## config.mk

```make
export PLATFORM = sky130hd
export DESIGN_NAME = gicr_top
export DESIGN_NICKNAME = d
export VERILOG_FILES = /design/src/rtl/gicr_chan_src.v /design/src/rtl/gicr_top.v
export VERILOG_INCLUDE_DIRS = /design/src /design/src/rtl
export SDC_FILE = /design/constraint.sdc
export NUM_CORES = 1
export LEC_CHECK = 0
export ABC_CLOCK_PERIOD_IN_PS = 2700
export BUFFER_PORTS_ARGS = -buffer_cell sky130_fd_sc_hd__buf_4
export CELL_PAD_IN_SITES_DETAIL_PLACEMENT = 1
export CELL_PAD_IN_SITES_GLOBAL_PLACEMENT = 1
export CORE_ASPECT_RATIO = 0.6
export CORE_MARGIN = 5
export CORE_UTILIZATION = 35
export CTS_BUF_LIST = sky130_fd_sc_hd__clkbuf_4 sky130_fd_sc_hd__clkbuf_8 sky130_fd_sc_hd__clkbuf_16
export DETAILED_ROUTE_END_ITERATION = 10
export PLACE_DENSITY_LB_ADDON = 0.1
export SETUP_SLACK_MARGIN = 0.5
export SLEW_MARGIN = 20
export SYNTH_ARGS = -nofsm -noshare
export SYNTH_HDL_FRONTEND = slang
export SYNTH_HIERARCHICAL = 1
export SYNTH_SLANG_ARGS = --single-unit
```

## constraint.sdc

```tcl
create_clock -name i_clk -period 2.7 [get_ports i_clk]
set_input_delay 0.54 -clock i_clk [delete_from_list [all_inputs] [get_ports i_clk]]
set_output_delay 0.54 -clock i_clk [all_outputs]
set_load 0.01 [all_outputs]
```

## src/rtl/gicr_defs.vh

```
// constants for the global interrupt and configuration register bank
// Function
// - read-only channel summary, one bit per channel, set while channel needs service
// - summary and three source-code registers reset to zero
// - channel sources count only when enabled by that channel's enables
// - 3-bit codes packed contiguously over 24 bits, channel 0 lowest
// - code 0 none, 1 to 4 by priority, 5 and 6 reserved, 7 lowest
// - code 1 for rx data ready or line error; cleared by draining or line-status read
// - code 2 for rx timeout, cleared by draining below trigger level
// - code 3 for transmit empty, cleared by interrupt-status read
// - code 4 for handshake change or character detect, cleared by their reads
// - timer timeout only as code 7 of channel 0
// - timer control read clears pending timer interrupt
// - timer interrupt gated by its enable bit, wake-up by sleep enables
// - wake-up interrupt only when all channels were asleep
// - summary register read clears pending wake-up interrupt
// - summary bit clears once no enabled source of that channel is pending
// - timer control: enable, start, function, clock source; upper bits zero
// - read/write sleep enable register, one bit per channel
// - broadcast control bit 0 sends configuration writes to all channels
// - soft-reset bits self-clear after a one is written
// - oversampling bit zero gives 16x, one gives 8x sampling
// - timer start, function and clock-source bit meanings
`ifndef GICR_DEFS_VH
`define GICR_DEFS_VH
`define GICR_NCH 8
`define GICR_CW 3
`define GICR_CODES_W 24
`define GICR_BYTE 8
`define GICR_CODE_A_LSB 0
`define GICR_CODE_B_LSB 8
`define GICR_CODE_C_LSB 16
`define GICR_A_SUM 8'h80
`define GICR_A_CODE_A 8'h81
`define GICR_A_CODE_B 8'h82
`define GICR_A_CODE_C 8'h83
`define GICR_A_TCTRL 8'h84
`define GICR_A_TSPARE 8'h85
`define GICR_A_TLO 8'h86
`define GICR_A_THI 8'h87
`define GICR_A_OVS 8'h88
`define GICR_A_SPARE 8'h89
`define GICR_A_SOFT 8'h8A
`define GICR_A_DOZE 8'h8B
`define GICR_A_REV 8'h8C
`define GICR_A_PID 8'h8D
`define GICR_A_BCAST 8'h8E
`define GICR_ZERO8 8'h00
`define GICR_ALL1 8'hFF
`define GICR_TC_W 4
`define GICR_TC_ZERO 4'h0
`define GICR_TC_IEN 0
`define GICR_TC_START 1
`define GICR_TC_FSEL 2
`define GICR_TC_CSRC 3
`define GICR_BC_BIT 0
`define GICR_BC_PAD 7'h00
`define GICR_CODE_NONE 3'h0
`define GICR_CODE_RX 3'h1
`define GICR_CODE_TMO 3'h2
`define GICR_CODE_TX 3'h3
`define GICR_CODE_MDM 3'h4
`define GICR_CODE_TMR 3'h7
// arbitrary identity values
`define GICR_REV_VAL 8'h03
`define GICR_PID_VAL 8'h5A
`endif

```

## src/rtl/gicr_chan_src.v

```verilog
// per-channel interrupt source latches and priority encoder
`timescale 1ns/1ps
`include "gicr_defs.vh"
module gicr_chan_src #(
   parameter TMR_OK = 0
) (
   input wire i_clk,
   input wire i_rst,
   input wire i_rx_lvl,
   input wire i_rx_tmo,
   input wire i_line_evt,
   input wire i_line_rd,
   input wire i_tx_evt,
   input wire i_isr_rd,
   input wire i_mdm_evt,
   input wire i_msr_rd,
   input wire i_chr_evt,
   input wire i_en_rx,
   input wire i_en_line,
   input wire i_en_tx,
   input wire i_en_mdm,
   input wire i_en_chr,
   input wire i_tmr_pend,
   output reg [2:0] o_code
);
reg line_r;
reg tx_r;
reg mdm_r;
reg chr_r;
////////////////////////////////////////////////////////////////////////
// sticky sources; a new event beats a clearing read in the same cycle
always @(posedge i_clk)
begin
   if (i_rst)
   begin
      line_r <= 1'b0;
      tx_r <= 1'b0;
      mdm_r <= 1'b0;
      chr_r <= 1'b0;
   end
   else
   begin
      line_r <= i_line_evt | (line_r & ~i_line_rd);
      tx_r <= i_tx_evt | (tx_r & ~i_isr_rd);
      mdm_r <= i_mdm_evt | (mdm_r & ~i_msr_rd);
      chr_r <= i_chr_evt | (chr_r & ~i_isr_rd);
   end
end
////////////////////////////////////////////////////////////////////////
// highest priority enabled source wins; 5 and 6 never produced
always @*
begin
   o_code = `GICR_CODE_NONE;
   if ((i_en_rx & i_rx_lvl) | (i_en_line & line_r))
      o_code = `GICR_CODE_RX;
   else if (i_en_rx & i_rx_tmo)
      o_code = `GICR_CODE_TMO;
   else if (i_en_tx & tx_r)
      o_code = `GICR_CODE_TX;
   else if ((i_en_mdm & mdm_r) | (i_en_chr & chr_r))
      o_code = `GICR_CODE_MDM;
   else if ((TMR_OK != 0) && i_tmr_pend)
      o_code = `GICR_CODE_TMR;
end
endmodule // gicr_chan_src

```

## src/rtl/gicr_top.v

```verilog
// global interrupt source and device configuration register bank
`timescale 1ns/1ps
`include "gicr_defs.vh"
module gicr_top (
   input wire i_clk,
   input wire i_rst,
   // host register port, same clock domain
   input wire [7:0] i_addr,
   input wire [7:0] i_wdata,
   input wire i_wr,
   input wire i_rd,
   output wire [7:0] o_rdata,
   // per-channel levels and events from the channel logic
   input wire [7:0] i_rx_lvl,
   input wire [7:0] i_rx_tmo,
   input wire [7:0] i_line_evt,
   input wire [7:0] i_line_rd,
   input wire [7:0] i_thr_evt,
   input wire [7:0] i_tsr_evt,
   input wire [7:0] i_auto485,
   input wire [7:0] i_isr_rd,
   input wire [7:0] i_mdm_evt,
   input wire [7:0] i_msr_rd,
   input wire [7:0] i_chr_evt,
   // per-channel enables from each channel's enable register
   input wire [7:0] i_en_rx,
   input wire [7:0] i_en_line,
   input wire [7:0] i_en_tx,
   input wire [7:0] i_en_mdm,
   input wire [7:0] i_en_chr,
   // timer expiry and wake events
   input wire i_tmr_tmo,
   input wire i_wake,
   // global controls out to the rest of the device
   output wire o_irq,
   output wire o_tmr_start,
   output wire o_tmr_oneshot,
   output wire o_tmr_extclk,
   output wire [15:0] o_tmr_preset,
   output wire [7:0] o_ovs_8x,
   output wire [7:0] o_soft_clear,
   output wire [7:0] o_doze_en,
   output wire o_bcast_wr
);
////////////////////////////////////////////////////////////////////////
// address match shared by the read and write decoders
function hit;
   input [7:0] addr;
   input [7:0] offs;
   begin
      hit = (addr == offs);
   end
endfunction

reg [3:0] tctrl_r;
reg [7:0] tlo_r;
reg [7:0] thi_r;
reg [7:0] ovs_r;
reg [7:0] doze_r;
reg bcast_r;
reg [7:0] soft_r;
reg tmr_pend_r;
reg tmr_pend_nxt;
reg wake_pend_r;
reg wake_pend_nxt;
reg [7:0] sum_r;
reg [23:0] code_r;
reg [7:0] rdata_r;
reg [7:0] rdata_nxt;
reg irq_r;
wire [23:0] codes;
wire [7:0] sum_nxt;
wire [7:0] tx_evt;
wire rd_sum;
wire rd_tctrl;
wire tmr_gate;

assign rd_sum = i_rd & hit(i_addr, `GICR_A_SUM);
assign rd_tctrl = i_rd & hit(i_addr, `GICR_A_TCTRL);
// masked timer pending as seen by channel 0
assign tmr_gate = tmr_pend_r & tctrl_r[`GICR_TC_IEN];

////////////////////////////////////////////////////////////////////////
// transmit empty source follows the shift register in auto RS-485 mode
assign tx_evt = (i_auto485 & i_tsr_evt) | (~i_auto485 & i_thr_evt);

////////////////////////////////////////////////////////////////////////
// one source encoder per channel; only channel 0 sees the timer
genvar g;
generate
   for (g = 0; g < `GICR_NCH; g = g + 1)
   begin : ch
      wire [2:0] code_w;
      gicr_chan_src #(
         .TMR_OK((g == 0) ? 1 : 0)
      ) u_src (
         .i_clk(i_clk),
         .i_rst(i_rst),
         .i_rx_lvl(i_rx_lvl[g]),
         .i_rx_tmo(i_rx_tmo[g]),
         .i_line_evt(i_line_evt[g]),
         .i_line_rd(i_line_rd[g]),
         .i_tx_evt(tx_evt[g]),
         .i_isr_rd(i_isr_rd[g]),
         .i_mdm_evt(i_mdm_evt[g]),
         .i_msr_rd(i_msr_rd[g]),
         .i_chr_evt(i_chr_evt[g]),
         .i_en_rx(i_en_rx[g]),
         .i_en_line(i_en_line[g]),
         .i_en_tx(i_en_tx[g]),
         .i_en_mdm(i_en_mdm[g]),
         .i_en_chr(i_en_chr[g]),
         .i_tmr_pend(tmr_gate),
         .o_code(code_w)
      );
      // contiguous packing, so channels 2 and 5 span two bytes
      assign codes[g*`GICR_CW +: `GICR_CW] = code_w;
      // any non-zero code means the channel wants service
      assign sum_nxt[g] = |code_w;
   end
endgenerate

////////////////////////////////////////////////////////////////////////
// global status snapshot, refreshed every cycle
always @(posedge i_clk)
begin
   if (i_rst)
   begin
      sum_r <= `GICR_ZERO8;
      code_r <= {`GICR_CODES_W{1'b0}};
   end
   else
   begin
      sum_r <= sum_nxt;
      code_r <= codes;
   end
end

////////////////////////////////////////////////////////////////////////
// timer pending: expiry beats a clearing read in the same cycle
always @*
begin
   tmr_pend_nxt = tmr_pend_r;
   if (rd_tctrl)
      tmr_pend_nxt = 1'b0;
   if (i_tmr_tmo)
      tmr_pend_nxt = 1'b1;
end

////////////////////////////////////////////////////////////////////////
// timer pending flag; kept unmasked so a late enable still reports it
always @(posedge i_clk)
begin
   if (i_rst)
   begin
      tmr_pend_r <= 1'b0;
   end
   else
   begin
      tmr_pend_r <= tmr_pend_nxt;
   end
end

////////////////////////////////////////////////////////////////////////
// wake-up counts only when every channel had been put to doze
wire all_dozing;
assign all_dozing = (doze_r == `GICR_ALL1);

// wake pending: a wake event beats a clearing summary read
always @*
begin
   wake_pend_nxt = wake_pend_r;
   if (rd_sum)
      wake_pend_nxt = 1'b0;
   if (i_wake & all_dozing)
      wake_pend_nxt = 1'b1;
end

always @(posedge i_clk)
begin
   if (i_rst)
   begin
      wake_pend_r <= 1'b0;
   end
   else
   begin
      wake_pend_r <= wake_pend_nxt;
   end
end

////////////////////////////////////////////////////////////////////////
// write strobes, one per writable register
wire wr_tctrl;
wire wr_tlo;
wire wr_thi;
wire wr_ovs;
wire wr_soft;
wire wr_doze;
wire wr_bcast;

assign wr_tctrl = i_wr & hit(i_addr, `GICR_A_TCTRL);
assign wr_tlo = i_wr & hit(i_addr, `GICR_A_TLO);
assign wr_thi = i_wr & hit(i_addr, `GICR_A_THI);
assign wr_ovs = i_wr & hit(i_addr, `GICR_A_OVS);
assign wr_soft = i_wr & hit(i_addr, `GICR_A_SOFT);
assign wr_doze = i_wr & hit(i_addr, `GICR_A_DOZE);
assign wr_bcast = i_wr & hit(i_addr, `GICR_A_BCAST);

////////////////////////////////////////////////////////////////////////
// timer control; only the four defined bits are stored
always @(posedge i_clk)
begin
   if (i_rst)
      tctrl_r <= `GICR_TC_ZERO;
   else if (wr_tctrl)
      tctrl_r <= i_wdata[`GICR_TC_W-1:0];
end

////////////////////////////////////////////////////////////////////////
// timer preset bytes, handed to the counter as one 16-bit value
always @(posedge i_clk)
begin
   if (i_rst)
   begin
      tlo_r <= `GICR_ZERO8;
      thi_r <= `GICR_ZERO8;
   end
   else
   begin
      if (wr_tlo)
         tlo_r <= i_wdata;
      if (wr_thi)
         thi_r <= i_wdata;
   end
end

////////////////////////////////////////////////////////////////////////
// per-channel sampling rate select
always @(posedge i_clk)
begin
   if (i_rst)
   begin
      ovs_r <= `GICR_ZERO8;
   end
   else if (wr_ovs)
   begin
      ovs_r <= i_wdata;
   end
end

////////////////////////////////////////////////////////////////////////
// doze enables; all ones arms the wake-up report
always @(posedge i_clk)
begin
   if (i_rst)
   begin
      doze_r <= `GICR_ZERO8;
   end
   else if (wr_doze)
   begin
      doze_r <= i_wdata;
   end
end

////////////////////////////////////////////////////////////////////////
// broadcast flag; upper bits are not stored and read as zero
always @(posedge i_clk)
begin
   if (i_rst)
   begin
      bcast_r <= 1'b0;
   end
   else if (wr_bcast)
   begin
      bcast_r <= i_wdata[`GICR_BC_BIT];
   end
end

////////////////////////////////////////////////////////////////////////
// soft reset is a one-cycle pulse; the register holds a written one for that cycle only,
// so channel logic must act on the pulse, not poll a level
always @(posedge i_clk)
begin
   if (i_rst)
      soft_r <= `GICR_ZERO8;
   else if (wr_soft)
      soft_r <= i_wdata;
   else
      soft_r <= `GICR_ZERO8;
end

////////////////////////////////////////////////////////////////////////
// read data select; write-only and spare locations read as zero
always @*
begin
   rdata_nxt = `GICR_ZERO8;
   case (i_addr)
      `GICR_A_SUM: rdata_nxt = sum_r;
      `GICR_A_CODE_A: rdata_nxt = code_r[`GICR_CODE_A_LSB +: `GICR_BYTE];
      `GICR_A_CODE_B: rdata_nxt = code_r[`GICR_CODE_B_LSB +: `GICR_BYTE];
      `GICR_A_CODE_C: rdata_nxt = code_r[`GICR_CODE_C_LSB +: `GICR_BYTE];
      `GICR_A_TCTRL: rdata_nxt = {`GICR_TC_ZERO, tctrl_r};
      `GICR_A_TSPARE: rdata_nxt = `GICR_ZERO8;
      `GICR_A_TLO: rdata_nxt = tlo_r;
      `GICR_A_THI: rdata_nxt = thi_r;
      `GICR_A_OVS: rdata_nxt = ovs_r;
      `GICR_A_SPARE: rdata_nxt = `GICR_ZERO8;
      `GICR_A_SOFT: rdata_nxt = `GICR_ZERO8;
      `GICR_A_DOZE: rdata_nxt = doze_r;
      `GICR_A_REV: rdata_nxt = `GICR_REV_VAL;
      `GICR_A_PID: rdata_nxt = `GICR_PID_VAL;
      `GICR_A_BCAST: rdata_nxt = {`GICR_BC_PAD, bcast_r};
      default: rdata_nxt = `GICR_ZERO8;
   endcase
end

////////////////////////////////////////////////////////////////////////
// read data is captured on the read strobe and stands until the next
// read, so the host may pick it up any time after that edge
always @(posedge i_clk)
begin
   if (i_rst)
      rdata_r <= `GICR_ZERO8;
   else if (i_rd)
      rdata_r <= rdata_nxt;
end

////////////////////////////////////////////////////////////////////////
// shared interrupt; built from next-state values so it rises together
// with the summary register instead of one cycle behind it
always @(posedge i_clk)
begin
   if (i_rst)
      irq_r <= 1'b0;
   else
      irq_r <= (|sum_nxt) | wake_pend_nxt;
end

////////////////////////////////////////////////////////////////////////
// outputs, each taken straight from a register
assign o_rdata = rdata_r;
assign o_irq = irq_r;
assign o_tmr_start = tctrl_r[`GICR_TC_START];
assign o_tmr_oneshot = tctrl_r[`GICR_TC_FSEL];
assign o_tmr_extclk = tctrl_r[`GICR_TC_CSRC];
assign o_tmr_preset = {thi_r, tlo_r};
assign o_ovs_8x = ovs_r;
assign o_soft_clear = soft_r;
assign o_doze_en = doze_r;
assign o_bcast_wr = bcast_r;

endmodule // gicr_top

```

Word-level counts from Yosys, hierarchy flattened --
Cells that the tools add are included. W data, S select, Z words.
Word-level totals: word-level logic and storage cells 277, memory bits (writable) 0, output and inout bits 53, memories 0, bits in latches 0, memory bits (read-only) 0, bits in registers 120, bits of input ports 150
Cells by class: bitwise logic cells 169, order comparisons 0, eq/ne operators 14, divide/modulo/power cells 0, shifts and indexed selects 0, multiply operators 0, muxes and demuxes 38, add/subtract/negate cells 0, reductions and logical operators 11
Operators by type and width (count):
- $eq A8 B8 Y1 const B | 14
- $mux W3 | 33
- $pmux W8 S12 | 1
- $and A1 B1 Y1 | 91
- $or A1 B1 Y1 | 49
- $not A1 Y1 | 25
- $reduce_or A24 Y1 | 1
- $reduce_or A3 Y1 | 8
- $and A8 B8 Y8 | 2
- $not A8 Y8 | 1
- $or A8 B8 Y8 | 1
- $mux W1 | 4
- $reduce_bool A2 Y1 | 1
- $reduce_or A2 Y1 | 1

Longest topological paths before layout --
Gate-level depths: netlist of run 1.
word-level depth 8, depth in mapped cells 7

Modules after synthesis --
The synthesis of run 1 kept the hierarchy.
By module, submodules not included:
- gicr_top | sequential area each 1761.7 um^2, times used 1, cells each 399, area an instance 3703.6 um^2
- gicr_chan_src at ch[1].u_src ... | sequential area each 80.1 um^2, times used 7, cells each 23, area an instance 192.7 um^2
- gicr_chan_src at ch[0].u_src | sequential area each 80.1 um^2, times used 1, cells each 27, area an instance 193.9 um^2

Worst setup path before layout of run 1 --
Ideal clock, no wire load.
kind input-to-reg, start input i_addr[5], end register rdata_r[4], in the netlist o_rdata[4], cell stages on the path 6, slack 547 ps, setup time 86 ps, data arrival time 2067 ps, required time 2614 ps, path buffers 1, path through or4b_1 -> buf_4 -> nor3_4 -> a221oi_2 -> or3_1 -> a221oi_2
On the way: longest elaborated chain between the ends 2
Ends and longest elaborated chain:
- start: declaration | line gicr_top.v:8 | input wire [7:0] i_addr,
- $eq A8 B8 Y1 | line gicr_top.v:297 | case (i_addr)
- $pmux W8 S12 (*) | line gicr_top.v:297
- end signal: assignment | line gicr_top.v:323 | rdata_r <= `GICR_ZERO8;
- end signal: assignment | line gicr_top.v:325 | rdata_r <= rdata_nxt;
- end: declaration | line gicr_top.v:68 | reg [7:0] rdata_r;
Every way passes the cells marked *; elsewhere a longest branch is shown, timed or not. A chain may end at the register's enable or synchronous reset.

Worst setup path in the final report of run 1 --
Same ends and word-level chain as after synthesis.

==> results.txt, run 1 <==
----------------------------------------------------
[Setup path]
  Cells along the critical path ... buf_4 > or4b_1 > nor3_2 > a221oi_1 > or3_1 > a221oi_2
  Critical path startpoint category ... primary input
  Crit path max-delay family ... simple AND/OR/NAND/NOR gates
  Setup CP Type ... in -> reg
  Register-to-Register Path Depth ... 6
  Required arrival time at the worst endpoint ... 3.03 ns
  Endpoint type of the worst setup path ... flop
  Maximum net fanout on the critical path ... 5
  Slowest stage cell on the critical path ... sky130_fd_sc_hd__or4b_1
  Number of stages on the worst setup path ... 6
  Slowest stage delay, CP ... 0.73 ns
  Buf/Inv on CP ... 1
  Critical path data arrival time ... 2.46 ns

[Die]
  I/O pin count ... 203
  Core box area ... 14600 sq um
  Height of the die ... 105 um
  Die Wd ... 168 um
  Die area ... 17600 sq um
  Initial Utilization ... 36.0%
  Row count ... 34

[Routing]
  Via count ... 5235
  Routed vias/inst ... 5.18
  DR iter-0 viols ... 350
  First-pass iteration count of the detailed router ... 5
  DRT Wirelength ... 19400 um
  Post-detailed-route DRC marker count ... 0
  Post-detailed-route count of antenna-violating nets ... 0
  Average wire length per cell after detail routing ... 19.2 um

[Hold path]
  Kind of path behind the tightest hold check ... in -> reg
  Number of instances on the worst hold path ... 3

[Logic synthesis]
  Number of enable flip-flop cells after synthesis ... 0
  Post-synthesis instance area ... 5250 sq um
  Largest area contributor in the netlist ... sky130_fd_sc_hd__dfxtp_1
  Synth Net Count ... 737
  Synth Flop Type ... sky130_fd_sc_hd__dfxtp_1
  Leading cell type by number of instances after synthesis ... sky130_fd_sc_hd__dfxtp_1
  Sequential element share of the synthesized area ... 45.8%
  Number of warning messages in the yosys log ... 6
  Yosys cell types ... 52
  Mean Syn Cell Area ... 8.94 sq um
  Synthesized flop and latch total ... 120
  Gate Count Post-Synth ... 587
  Fraction of synthesis flops using an asynchronous set or reset pin ... 0%
  Most area-consuming cells after synthesis ... sky130_fd_sc_hd__dfxtp_1, sky130_fd_sc_hd__mux2i_1, sky130_fd_sc_hd__a21oi_1
  Synth top cells by count ... sky130_fd_sc_hd__dfxtp_1, sky130_fd_sc_hd__nor2_1, sky130_fd_sc_hd__a21oi_1, sky130_fd_sc_hd__nand2_1, sky130_fd_sc_hd__inv_1
  Fraction of post-synthesis cell area in the top cell type by area ... 45.8%

[STA]
  Layout Skew ... 0.00913 ns
  Transition time at the pin with the least slew margin ... 0.666 ns
  Achievable Freq ... 0.469 GHz
  Total Neg Setup Slack ... 0 ns
  Smallest hold slack ... 0.330 ns
  Number of endpoints with negative hold slack in the final report ... 0
  Worst slew margin relative to its limit ... 55.6%
  Final WS setup ... 0.570 ns
  Min Tclk post-route ... 2.13 ns
  Final setup fails ... 0
  Unrepaired setup endpoints after global routing ... yes
  Final Slew Violations ... 0
  Final worst path period share ... 78.9%

[Final layout]
  Register bank with the most flops ... code_r
  Area Growth Syn to Fin ... 46.1%
  Number of filler cells placed in the layout ... 1695
  Share of post-route cells with drive strength above 1 ... 33.9%
  Number of nets at the end of the flow ... 950
  Flip-flop count of the largest register, all copies and words added ... 24
  N_diodes ... 0
  Final core utilization ... 52.5%

[Clock network]
  Clock tree root buffer cell ... sky130_fd_sc_hd__clkbuf_16
  TritonCTS clock tree ... built
  Clock network latency to the later pin of the worst-skew pair ... 0.42 ns
  Clock sinks ... 120
  CTS Hold Buffers Added ... 0
  Post-cts gate resize count ... 0
  Clock transition at path regs ... 0.06 ns
  Number of H-tree levels ... 4
  CTS Buf Count ... 17
  Buffer count from post-CTS setup fixing ... 0
  Longest Clk Path Bufs ... 2

[Pwr]
  Switching Power ... 1.14 mW
  Total power density per cell area ... 619 nW/um^2
  Net Sw Frac ... 24.0%
  Cell internal pwr ... 3.61 mW
  Post-layout total power ... 4.75 mW
  Reported leakage power ... 3.35 nW
  Clock network fraction of design power ... 50.0%
  Share of total power in sequential cells ... 39.5%
  IR Drop Worst-Case VDD ... 0.000310 V
  Gate power share ... 10.6%

[Placement]
  Place WS ... 0.186 ns
  Detailed placer's ending HPWL ... 15100 um
  Count of buffers from port buffering ... 202
  Routability congestion estimate ... 0.992

[Job]
  Total of max-cap violations ... 0

[GRT]
  Number of global-route vias before repair ... 5577
  Total GRT Usage ... 21.8%
  Leftover overflow at the end of global routing ... 0
  Initial antenna violation count ... 0
  Largest net degree at the start of global routing ... 38
  Wire length of the first global-routing pass ... 30600 um

[Run status]
  Result of the run ... complete, no violations

----------------------------------------------------
power groups by stage:
stage | clock network, mW | logic [mW] | registers (mW)
global route | 2.49 | 0.547 | 1.88
global placement | 0 | 0.483 | 1.91
finish | 2.37 | 0.501 | 1.87
floorplan | 0 | 0.224 | 1.90
detailed placement | 0 | 0.498 | 1.91
CTS | 2.42 | 0.502 | 1.87
worst min-delay path: cells and delay by family:
family          cells  cell delay, ns
buf+inv             1            0.08
simple gates        1            0.06
compound gates      1            0.03
placed cells by master (no fill, tap or decap), types with 7 or more instances in the layout:
cell type                   instances
sky130_fd_sc_hd__buf_4            213
sky130_fd_sc_hd__nand3_1           13
sky130_fd_sc_hd__mux2_2            12
sky130_fd_sc_hd__o21ai_0           11
sky130_fd_sc_hd__inv_1             37
sky130_fd_sc_hd__nand2b_1          32
sky130_fd_sc_hd__nor2b_1           29
sky130_fd_sc_hd__mux2i_1           33
sky130_fd_sc_hd__a31o_1             7
sky130_fd_sc_hd__nor2_1            59
sky130_fd_sc_hd__nor3b_2            7
sky130_fd_sc_hd__a22oi_1           20
sky130_fd_sc_hd__nand2_1           39
sky130_fd_sc_hd__a21oi_1           49
sky130_fd_sc_hd__dfxtp_1          120
sky130_fd_sc_hd__clkbuf_16         17
sky130_fd_sc_hd__a22o_1            10
sky130_fd_sc_hd__and2_1            12
sky130_fd_sc_hd__nor3_1            13
sky130_fd_sc_hd__o21ai_1            8
area by class of cell:
| cell class | count | area, sq um | share of cell area (%) |
|---|---|---|---|
| clock buffers | 19 | 453 | 5.91 |
| well taps | 198 | 248 | 3.23 |
| clock inverters | 13 | 170 | 2.22 |
| inverters | 37 | 139 | 1.81 |
| repair buffers | 214 | 1620 | 21.1 |
| flip-flops and latches | 120 | 2400 | 31.3 |
| multi-input cells | 410 | 2640 | 34.4 |
kinds of logic after synthesis:
logic type	count (synthesis)	share of synthesized area (%)
buf+inv	57	4.22
flops	120	45.8
xor+xnor	1	0.167
simple gates	225	23.0
mux	46	9.30
compound gates	138	17.5
through the flow:
stage | cells | cell area [sq um]
4_1_cts | 1011 | 7660
3_5_place_dp | 979 | 7040
3_3_place_gp | 979 | 7040
5_1_grt | 1011 | 7670
2_1_floorplan | 587 | 5250
6_report | 1011 | 7670
final timing paths:
check | slack [ns] | startpoint | to
hold reg to reg | 0.47 | o_rdata[1]$_SDFFE_PP0P_ | o_rdata[1]$_SDFFE_PP0P_
setup / recovery | 0.57 | i_addr[5] | o_rdata[4]$_SDFFE_PP0P_
setup reg to reg | 0.88 | ch[5].u_src/line_r$_SDFF_PP0_ | o_irq$_SDFF_PP0_
hold / removal | 0.33 | i_chr_evt[0] | ch[0].u_src/chr_r$_SDFF_PP0_
layer usage:
layer	GRT usage, %	vias to the layer above	wire length, um
met4	5.15	0	197
met2	33.3	224	8490
met3	6.23	19	1730
li1	-	2498	-
met1	30.6	2494	8960
met5	0	-	0
Power figures use the tool's default switching activity.
==> inputs of run 2 (changes only) <==
Settings changed: ABC_CLOCK_PERIOD_IN_PS 2700 to 1850, CORE_UTILIZATION 35 to 32.
Clock period 2.7 ns to 1.85 ns, I/O delays scaled along.
==> results.txt, run 2 (synthesis gave the netlist of run 1 again) <==
----------------------------------------------------
[Pwr]
  Share of total power in sequential cells ... 38.2% (-1.3 points)
  Switching Power ... 1.72 mW (+51%)
  Gate power share ... 12.2% (+1.6 points)
  Reported leakage power ... 3.74 nW (+12%)
  Net Sw Frac ... 24.0% (+0.056 points)
  Total power density per cell area ... 836 nW/um^2 (+35%)
  IR Drop Worst-Case VDD ... 0.000535 V (+72%)
  Cell internal pwr ... 5.44 mW (+51%)
  Post-layout total power ... 7.16 mW (+51%)
  Clock network fraction of design power ... 49.6% (-0.4 points)

[STA]
  Final setup fails ... 0 (unchanged)
  Unrepaired setup endpoints after global routing ... yes
  Final Slew Violations ... 0 (unchanged)
  Final worst path period share ... 90.0%
  Layout Skew ... 0.0102 ns (+0.00106 ns)
  Min Tclk post-route ... 1.67 ns
  Number of endpoints with negative hold slack in the final report ... 0 (unchanged)
  Smallest hold slack ... 0.165 ns (-0.165 ns)
  Worst slew margin relative to its limit ... 66.7% (+11 points)
  Transition time at the pin with the least slew margin ... 0.498 ns (-0.168 ns)
  Achievable Freq ... 0.601 GHz

[Routing]
  Routed vias/inst ... 5.08 (-1.9%)
  Average wire length per cell after detail routing ... 20.0 um (+4.5%)
  Via count ... 5432 (+3.8%)
  DRT Wirelength ... 21400 um (+10%)
  DR iter-0 viols ... 226 (-35%)
  Post-detailed-route count of antenna-violating nets ... 0 (unchanged)
  Post-detailed-route DRC marker count ... 0 (unchanged)
  First-pass iteration count of the detailed router ... 4 (-1)

[Setup path]
  Maximum net fanout on the critical path ... 5 (unchanged)
  Required arrival time at the worst endpoint ... 2.18 ns (-0.85 ns)
  Critical path data arrival time ... 1.99 ns (-0.47 ns)
  Critical path startpoint category ... primary input
  Setup CP Type ... in -> reg
  Endpoint type of the worst setup path ... flop

[Placement]
  Count of buffers from port buffering ... 202 (unchanged)
  Routability congestion estimate ... 0.909 (-8.4%)
  Cell Area, Placed ... 7500 sq um (+6.5%)
  Detailed placer's ending HPWL ... 16600 um (+10%)

[Final layout]
  Flip-flop count of the largest register, all copies and words added ... 24 (unchanged)
  Cell area after layout ... 8570 sq um (+12%)
  Register bank with the most flops ... code_r
  Number of filler cells placed in the layout ... 1828 (+7.8%)
  N_diodes ... 0 (unchanged)
  Area Growth Syn to Fin ... 63.3%
  Leading cell type in the layout, fill and taps excluded ... sky130_fd_sc_hd__buf_4
  Share of post-route cells with drive strength above 1 ... 46.3% (+12 points)
  Commonest non-fill, non-tap cells in the layout ... sky130_fd_sc_hd__buf_4, sky130_fd_sc_hd__dfxtp_1, sky130_fd_sc_hd__nor2_1
  Number of nets at the end of the flow ... 998 (+5.1%)

[Clock network]
  Clock sinks ... 120 (unchanged)
  TritonCTS clock tree ... built
  CTS Buf Count ... 17 (unchanged)
  CTS Hold Buffers Added ... 0 (unchanged)
  Clock tree root buffer cell ... sky130_fd_sc_hd__clkbuf_16
  Longest Clk Path Bufs ... 2 (unchanged)
  Number of H-tree levels ... 4 (unchanged)
  Clock network latency to the later pin of the worst-skew pair ... 0.41 ns (about the same)
  Clock transition at path regs ... 0.06 ns (about the same)

[GRT]
  Gr busiest metal ... met2
  Number of global-route vias before repair ... 5971 (+7.1%)
  Met3 capacity usage during global routing ... 7.45% (+1.2 points)
  Initial antenna violation count ... 0 (unchanged)
  Wire length of the first global-routing pass ... 32800 um (+7.3%)
  Met1 Usage GRT ... 29.7% (-0.89 points)
  Leftover overflow at the end of global routing ... 0 (unchanged)
  Total GRT Usage ... 22.3% (+0.46 points)
  Largest net degree at the start of global routing ... 52 (+37%)
  Met2 Use GR ... 35.5% (+2.2 points)

[Die]
  Core box area ... 16200 sq um (+11%)
  Initial Utilization ... 32.4% (-3.5 points)
  Row count ... 36 (+5.9%)
  Height of the die ... 109 um (+4.1%)
  Die Wd ... 175 um (+4.3%)
  Die area ... 19100 sq um (+8.6%)
  I/O pin count ... 203 (unchanged)

[Job]
  Total of max-cap violations ... 0 (unchanged)

[Run status]
  Result of the run ... complete, no violations

[Hold path]
  Kind of path behind the tightest hold check ... in -> reg

----------------------------------------------------
[run 2: cell count changes in the layout (fill, tap and decap cells not counted), sizes merged]
cell,before,now
clkinv,5,6
bufinv,3,4
inv,39,37
clkinvlp,3,2
buf,214,262
[run 2: what timing repair did]
item                       CTS  global route
resized for setup           41            51
pin swaps                   23            24
setup endpoints to repair   66            67
hold endpoints to repair     0             0
setup buffers                9             2
[run 2: metal layers]
layer / vias up / part of all wire, %
met5: - / 0
met4: 0 / 0.69
li1: 2593 / -
met1: 2658 / 46
met3: 15 / 7.5
met2: 166 / 45
[run 2: worst paths after layout]
check                     startpoint  slack (ns)                      end  depth (start not counted)
max                        i_addr[5]        0.18  o_rdata[4]$_SDFFE_PP0P_                          6
min                        i_tmr_tmo        0.16  tmr_pend_r$_SDFFE_PP0P_                          3
max reg2reg     code_r[2]$_SDFF_PP0_        0.23  o_rdata[2]$_SDFFE_PP0P_                          6
min reg2reg  o_rdata[3]$_SDFFE_PP0P_        0.46  o_rdata[3]$_SDFFE_PP0P_                          2
[run 2: power by group through the flow]
stage | registers, mW | logic, mW | clock network, mW
floorplan | 2.77 | 0.349 | 0
global placement | 2.79 | 0.790 | 0
detailed placement | 2.80 | 0.815 | 0
CTS | 2.74 | 0.859 | 3.63
global route | 2.75 | 0.952 | 3.73
finish | 2.74 | 0.875 | 3.55
[run 2: worst max-delay path, cell delays in order]
cell,delay [ns]
sky130_fd_sc_hd__buf_6,0.09
sky130_fd_sc_hd__or4b_4,0.65
sky130_fd_sc_hd__nor2_4,0.19
sky130_fd_sc_hd__a221oi_2,0.09
sky130_fd_sc_hd__or3_1,0.39
sky130_fd_sc_hd__a221oi_2,0.20
[run 2: area by class of cell]
class | instances | area, sq um | area share, %
Clock buffer | 19 | 447 | 5.21
Sequential cell | 120 | 2430 | 28.3
Multi-Input combinational cell | 410 | 3010 | 35.1
Inverter | 37 | 139 | 1.62
Clock inverter | 12 | 176 | 2.06
Tap cell | 209 | 262 | 3.05
Timing Repair Buffer | 262 | 2100 | 24.6
[run 2: stage by stage]
stage | setup TNS, ns | setup slack (ns) | instances | utilization (%)
floorplan | -0.111 | -0.111 | 587 | -
global placement | -2.12 | -0.424 | 1027 | 46.4
detailed placement | -3.94 | -0.467 | 1027 | 46.4
CTS | 0 | 0.221 | 1067 | 51.7
global route | 0 | 0.150 | 1069 | 53.0
finish | 0 | 0.185 | 1069 | 53.0
==> inputs of run 3 (changes only) <==
Settings changed: GPL_TIMING_DRIVEN set to 0.
==> results.txt, run 3 (synthesis gave the netlist of run 1 again) <==
----------------------------------------------------
[Run status]
  Result of the run ... complete, no violations

[Clock network]
  Clock sinks ... 120 (unchanged)
  Clock transition at path regs ... 0.06 ns (about the same)
  CTS Buf Count ... 17 (unchanged)
  TritonCTS clock tree ... built
  Clock network latency to the later pin of the worst-skew pair ... 0.42 ns (about the same)
  Clock tree root buffer cell ... sky130_fd_sc_hd__clkbuf_16
  Longest Clk Path Bufs ... 2 (unchanged)
  Number of H-tree levels ... 4 (unchanged)

[Setup path]
  Startpoint of the most critical register-to-register path ... ch[1].u_src/line_r$_SDFF_PP0_
  Maximum net fanout on the critical path ... 6 (+1)
  Critical path startpoint category ... primary input
  Critical path data arrival time ... 2.02 ns (+0.03 ns)
  Register-to-Register Path Depth ... 6 (unchanged)
  Worst R2R End ... o_irq$_SDFF_PP0_
  Slack of the worst reg-to-reg path ... 0.25 ns (+0.02 ns)
  Required arrival time at the worst endpoint ... 2.17 ns (about the same)
  Critical path origin ... i_addr[6]
  Endpoint type of the worst setup path ... flop
  Capture point of the critical path ... o_rdata[4]$_SDFFE_PP0P_
  Setup CP Type ... in -> reg

[Placement]
  Cell total after placement ... 996 (-3.0%)
  Routability congestion estimate ... 0.873 (-3.9%)
  Cell Area, Placed ... 7180 sq um (-4.3%)
  Count of buffers from port buffering ... 200 (-0.99%)
  Detailed placer's ending HPWL ... 16700 um (+0.49%)

[Final layout]
  Final core utilization ... 51.8% (-1.2 points)
  Number of nets at the end of the flow ... 978 (-2.0%)
  Layout Cells excl Fill ... 1050 (-1.8%)
  Number of filler cells placed in the layout ... 1838 (+0.55%)
  Register bank with the most flops ... code_r
  Leading cell type in the layout, fill and taps excluded ... sky130_fd_sc_hd__buf_4
  Multi-input logic area ... 2980 sq um (-0.96%)
  Share of post-route cells with drive strength above 1 ... 43.3% (-3.0 points)
  Flip-flop count of the largest register, all copies and words added ... 24 (unchanged)
  Commonest non-fill, non-tap cells in the layout ... sky130_fd_sc_hd__buf_4, sky130_fd_sc_hd__dfxtp_1, sky130_fd_sc_hd__nor2_1
  Area Growth Syn to Fin ... 59.6%
  Total area of sequential cells ... 2420 sq um (-0.15%)
  Cell area after layout ... 8370 sq um (-2.3%)
  N_diodes ... 0 (unchanged)

[Die]
  Core box area ... 16200 sq um (unchanged)
  Height of the die ... 109 um (unchanged)
  I/O pin count ... 203 (unchanged)
  Initial Utilization ... 32.4% (unchanged)
  Die area ... 19100 sq um (unchanged)
  Row count ... 36 (unchanged)
  Die Wd ... 175 um (unchanged)

[Routing]
  Routed vias/inst ... 5.20 (+2.3%)
  Post-detailed-route DRC marker count ... 0 (unchanged)
  Average wire length per cell after detail routing ... 20.9 um (+4.4%)
  First-pass iteration count of the detailed router ... 5 (+1)
  DRT Wirelength ... 22000 um (+2.6%)
  Post-detailed-route count of antenna-violating nets ... 0 (unchanged)
  DR iter-0 viols ... 270 (+19%)
  Via count ... 5456 (+0.44%)

[STA]
  Smallest hold slack ... 0.159 ns (-0.00615 ns)
  Transition time at the pin with the least slew margin ... 0.649 ns (+0.151 ns)
  Number of endpoints with negative hold slack in the final report ... 0 (unchanged)
  Achievable Freq ... 0.590 GHz (-1.8%)
  Unrepaired setup endpoints after global routing ... yes
  Final worst path period share ... 91.7% (+1.7 points)
  Min Tclk post-route ... 1.70 ns (+0.0313 ns)
  Worst slew margin relative to its limit ... 56.6% (-10 points)
  Final setup fails ... 0 (unchanged)
  Total Neg Setup Slack ... 0 ns (unchanged)
  Layout Skew ... 0.00916 ns (-0.00102 ns)
  Final Slew Violations ... 0 (unchanged)

[GRT]
  Wire length of the first global-routing pass ... 33300 um (+1.3%)
  Largest net degree at the start of global routing ... 38 (-27%)
  Leftover overflow at the end of global routing ... 0 (unchanged)
  Number of global-route vias before repair ... 5842 (-2.2%)
  Total GRT Usage ... 22.7% (+0.43 points)
  Initial antenna violation count ... 0 (unchanged)

[Pwr]
  Reported leakage power ... 3.61 nW (-3.6%)
  IR Drop Worst-Case VDD ... 0.000424 V (-21%)
  Total power density per cell area ... 821 nW/um^2 (-1.8%)

[Hold path]
  Hold Crit Start ... i_line_evt[0]
  Kind of path behind the tightest hold check ... in -> reg

[Job]
  Total of max-cap violations ... 0 (unchanged)

----------------------------------------------------
[run 3: cell types whose count changed in the layout (fill, tap and decap cells not counted), sizes merged]
cell	delta
clkinvlp	+3
clkinv	-1
bufinv	-2
buf	-35
inv	+2
clkbuf	+14
[run 3: where the power goes]
part	switching [mW]	total (mW)	internal, mW	leakage (nW)
Sequential	0.0536	2.74	2.68	0.992
Clock	1.29	3.29	2.00	0.272
Combinational	0.416	0.846	0.430	2.34
[run 3: timing repair]
action                     4_1_cts  5_1_grt
buffers inserted                14        8
pin swaps                       17       24
resized for setup               52       42
hold buffers                     0        0
setup endpoints to repair       83       76
gates cloned                     0        0
[run 3: through the flow]
step	power, mW	setup slack [ns]
after floorplan	3.12	-0.111
after global placement	3.54	-0.386
after detailed placement	3.56	-0.405
after CTS	6.88	0.122
after global routing	7.11	0.115
final	6.88	0.154
[run 3: layout make-up]
cell class                      count  share of cell area (%)
Timing Repair Buffer              222                    21.5
Clock buffer                       18                    5.17
Tap cell                          209                    3.12
Inverter                           37                    1.66
Multi-Input combinational cell    410                    35.6
Clock inverter                     14                    1.81
Sequential cell                   120                    29.0
Buffer                             20                    2.18
[run 3: worst max-delay path, cell delays in order]
cell and delay (ns):
sky130_fd_sc_hd__buf_8 0.10, sky130_fd_sc_hd__or4b_4 0.54, sky130_fd_sc_hd__buf_12 0.17, sky130_fd_sc_hd__nor2_4 0.17, sky130_fd_sc_hd__a221oi_2 0.09, sky130_fd_sc_hd__or3_1 0.37
sky130_fd_sc_hd__a221oi_2 0.22
[run 3: layer usage]
layer  global-route usage (%)  vias to the layer above  part of all wire (%)  wire length (um)
met3                     5.89                       18                   7.6              1670
met2                     34.9                      199                    44              9670
met1                     32.4                     2686                    48             10500
li1                         -                     2553                     -                 -
met5                        0                        -                     0                 0
met4                     4.20                        0                  0.61               133
[run 3: how the worst min path moves through the flow]
stage	endpoint	cells past startpoint	slack, ns
final	ch[0].u_src/line_r$_SDFF_PP0_	3	0.16
after global routing	ch[0].u_src/line_r$_SDFF_PP0_	3	0.16
after CTS	ch[0].u_src/line_r$_SDFF_PP0_	3	0.15
after detailed placement	o_rdata[3]$_SDFFE_PP0P_	2	0.45
after global placement	o_rdata[1]$_SDFFE_PP0P_	2	0.44
after floorplan	ch[1].u_src/chr_r$_SDFF_PP0_	1	0.44
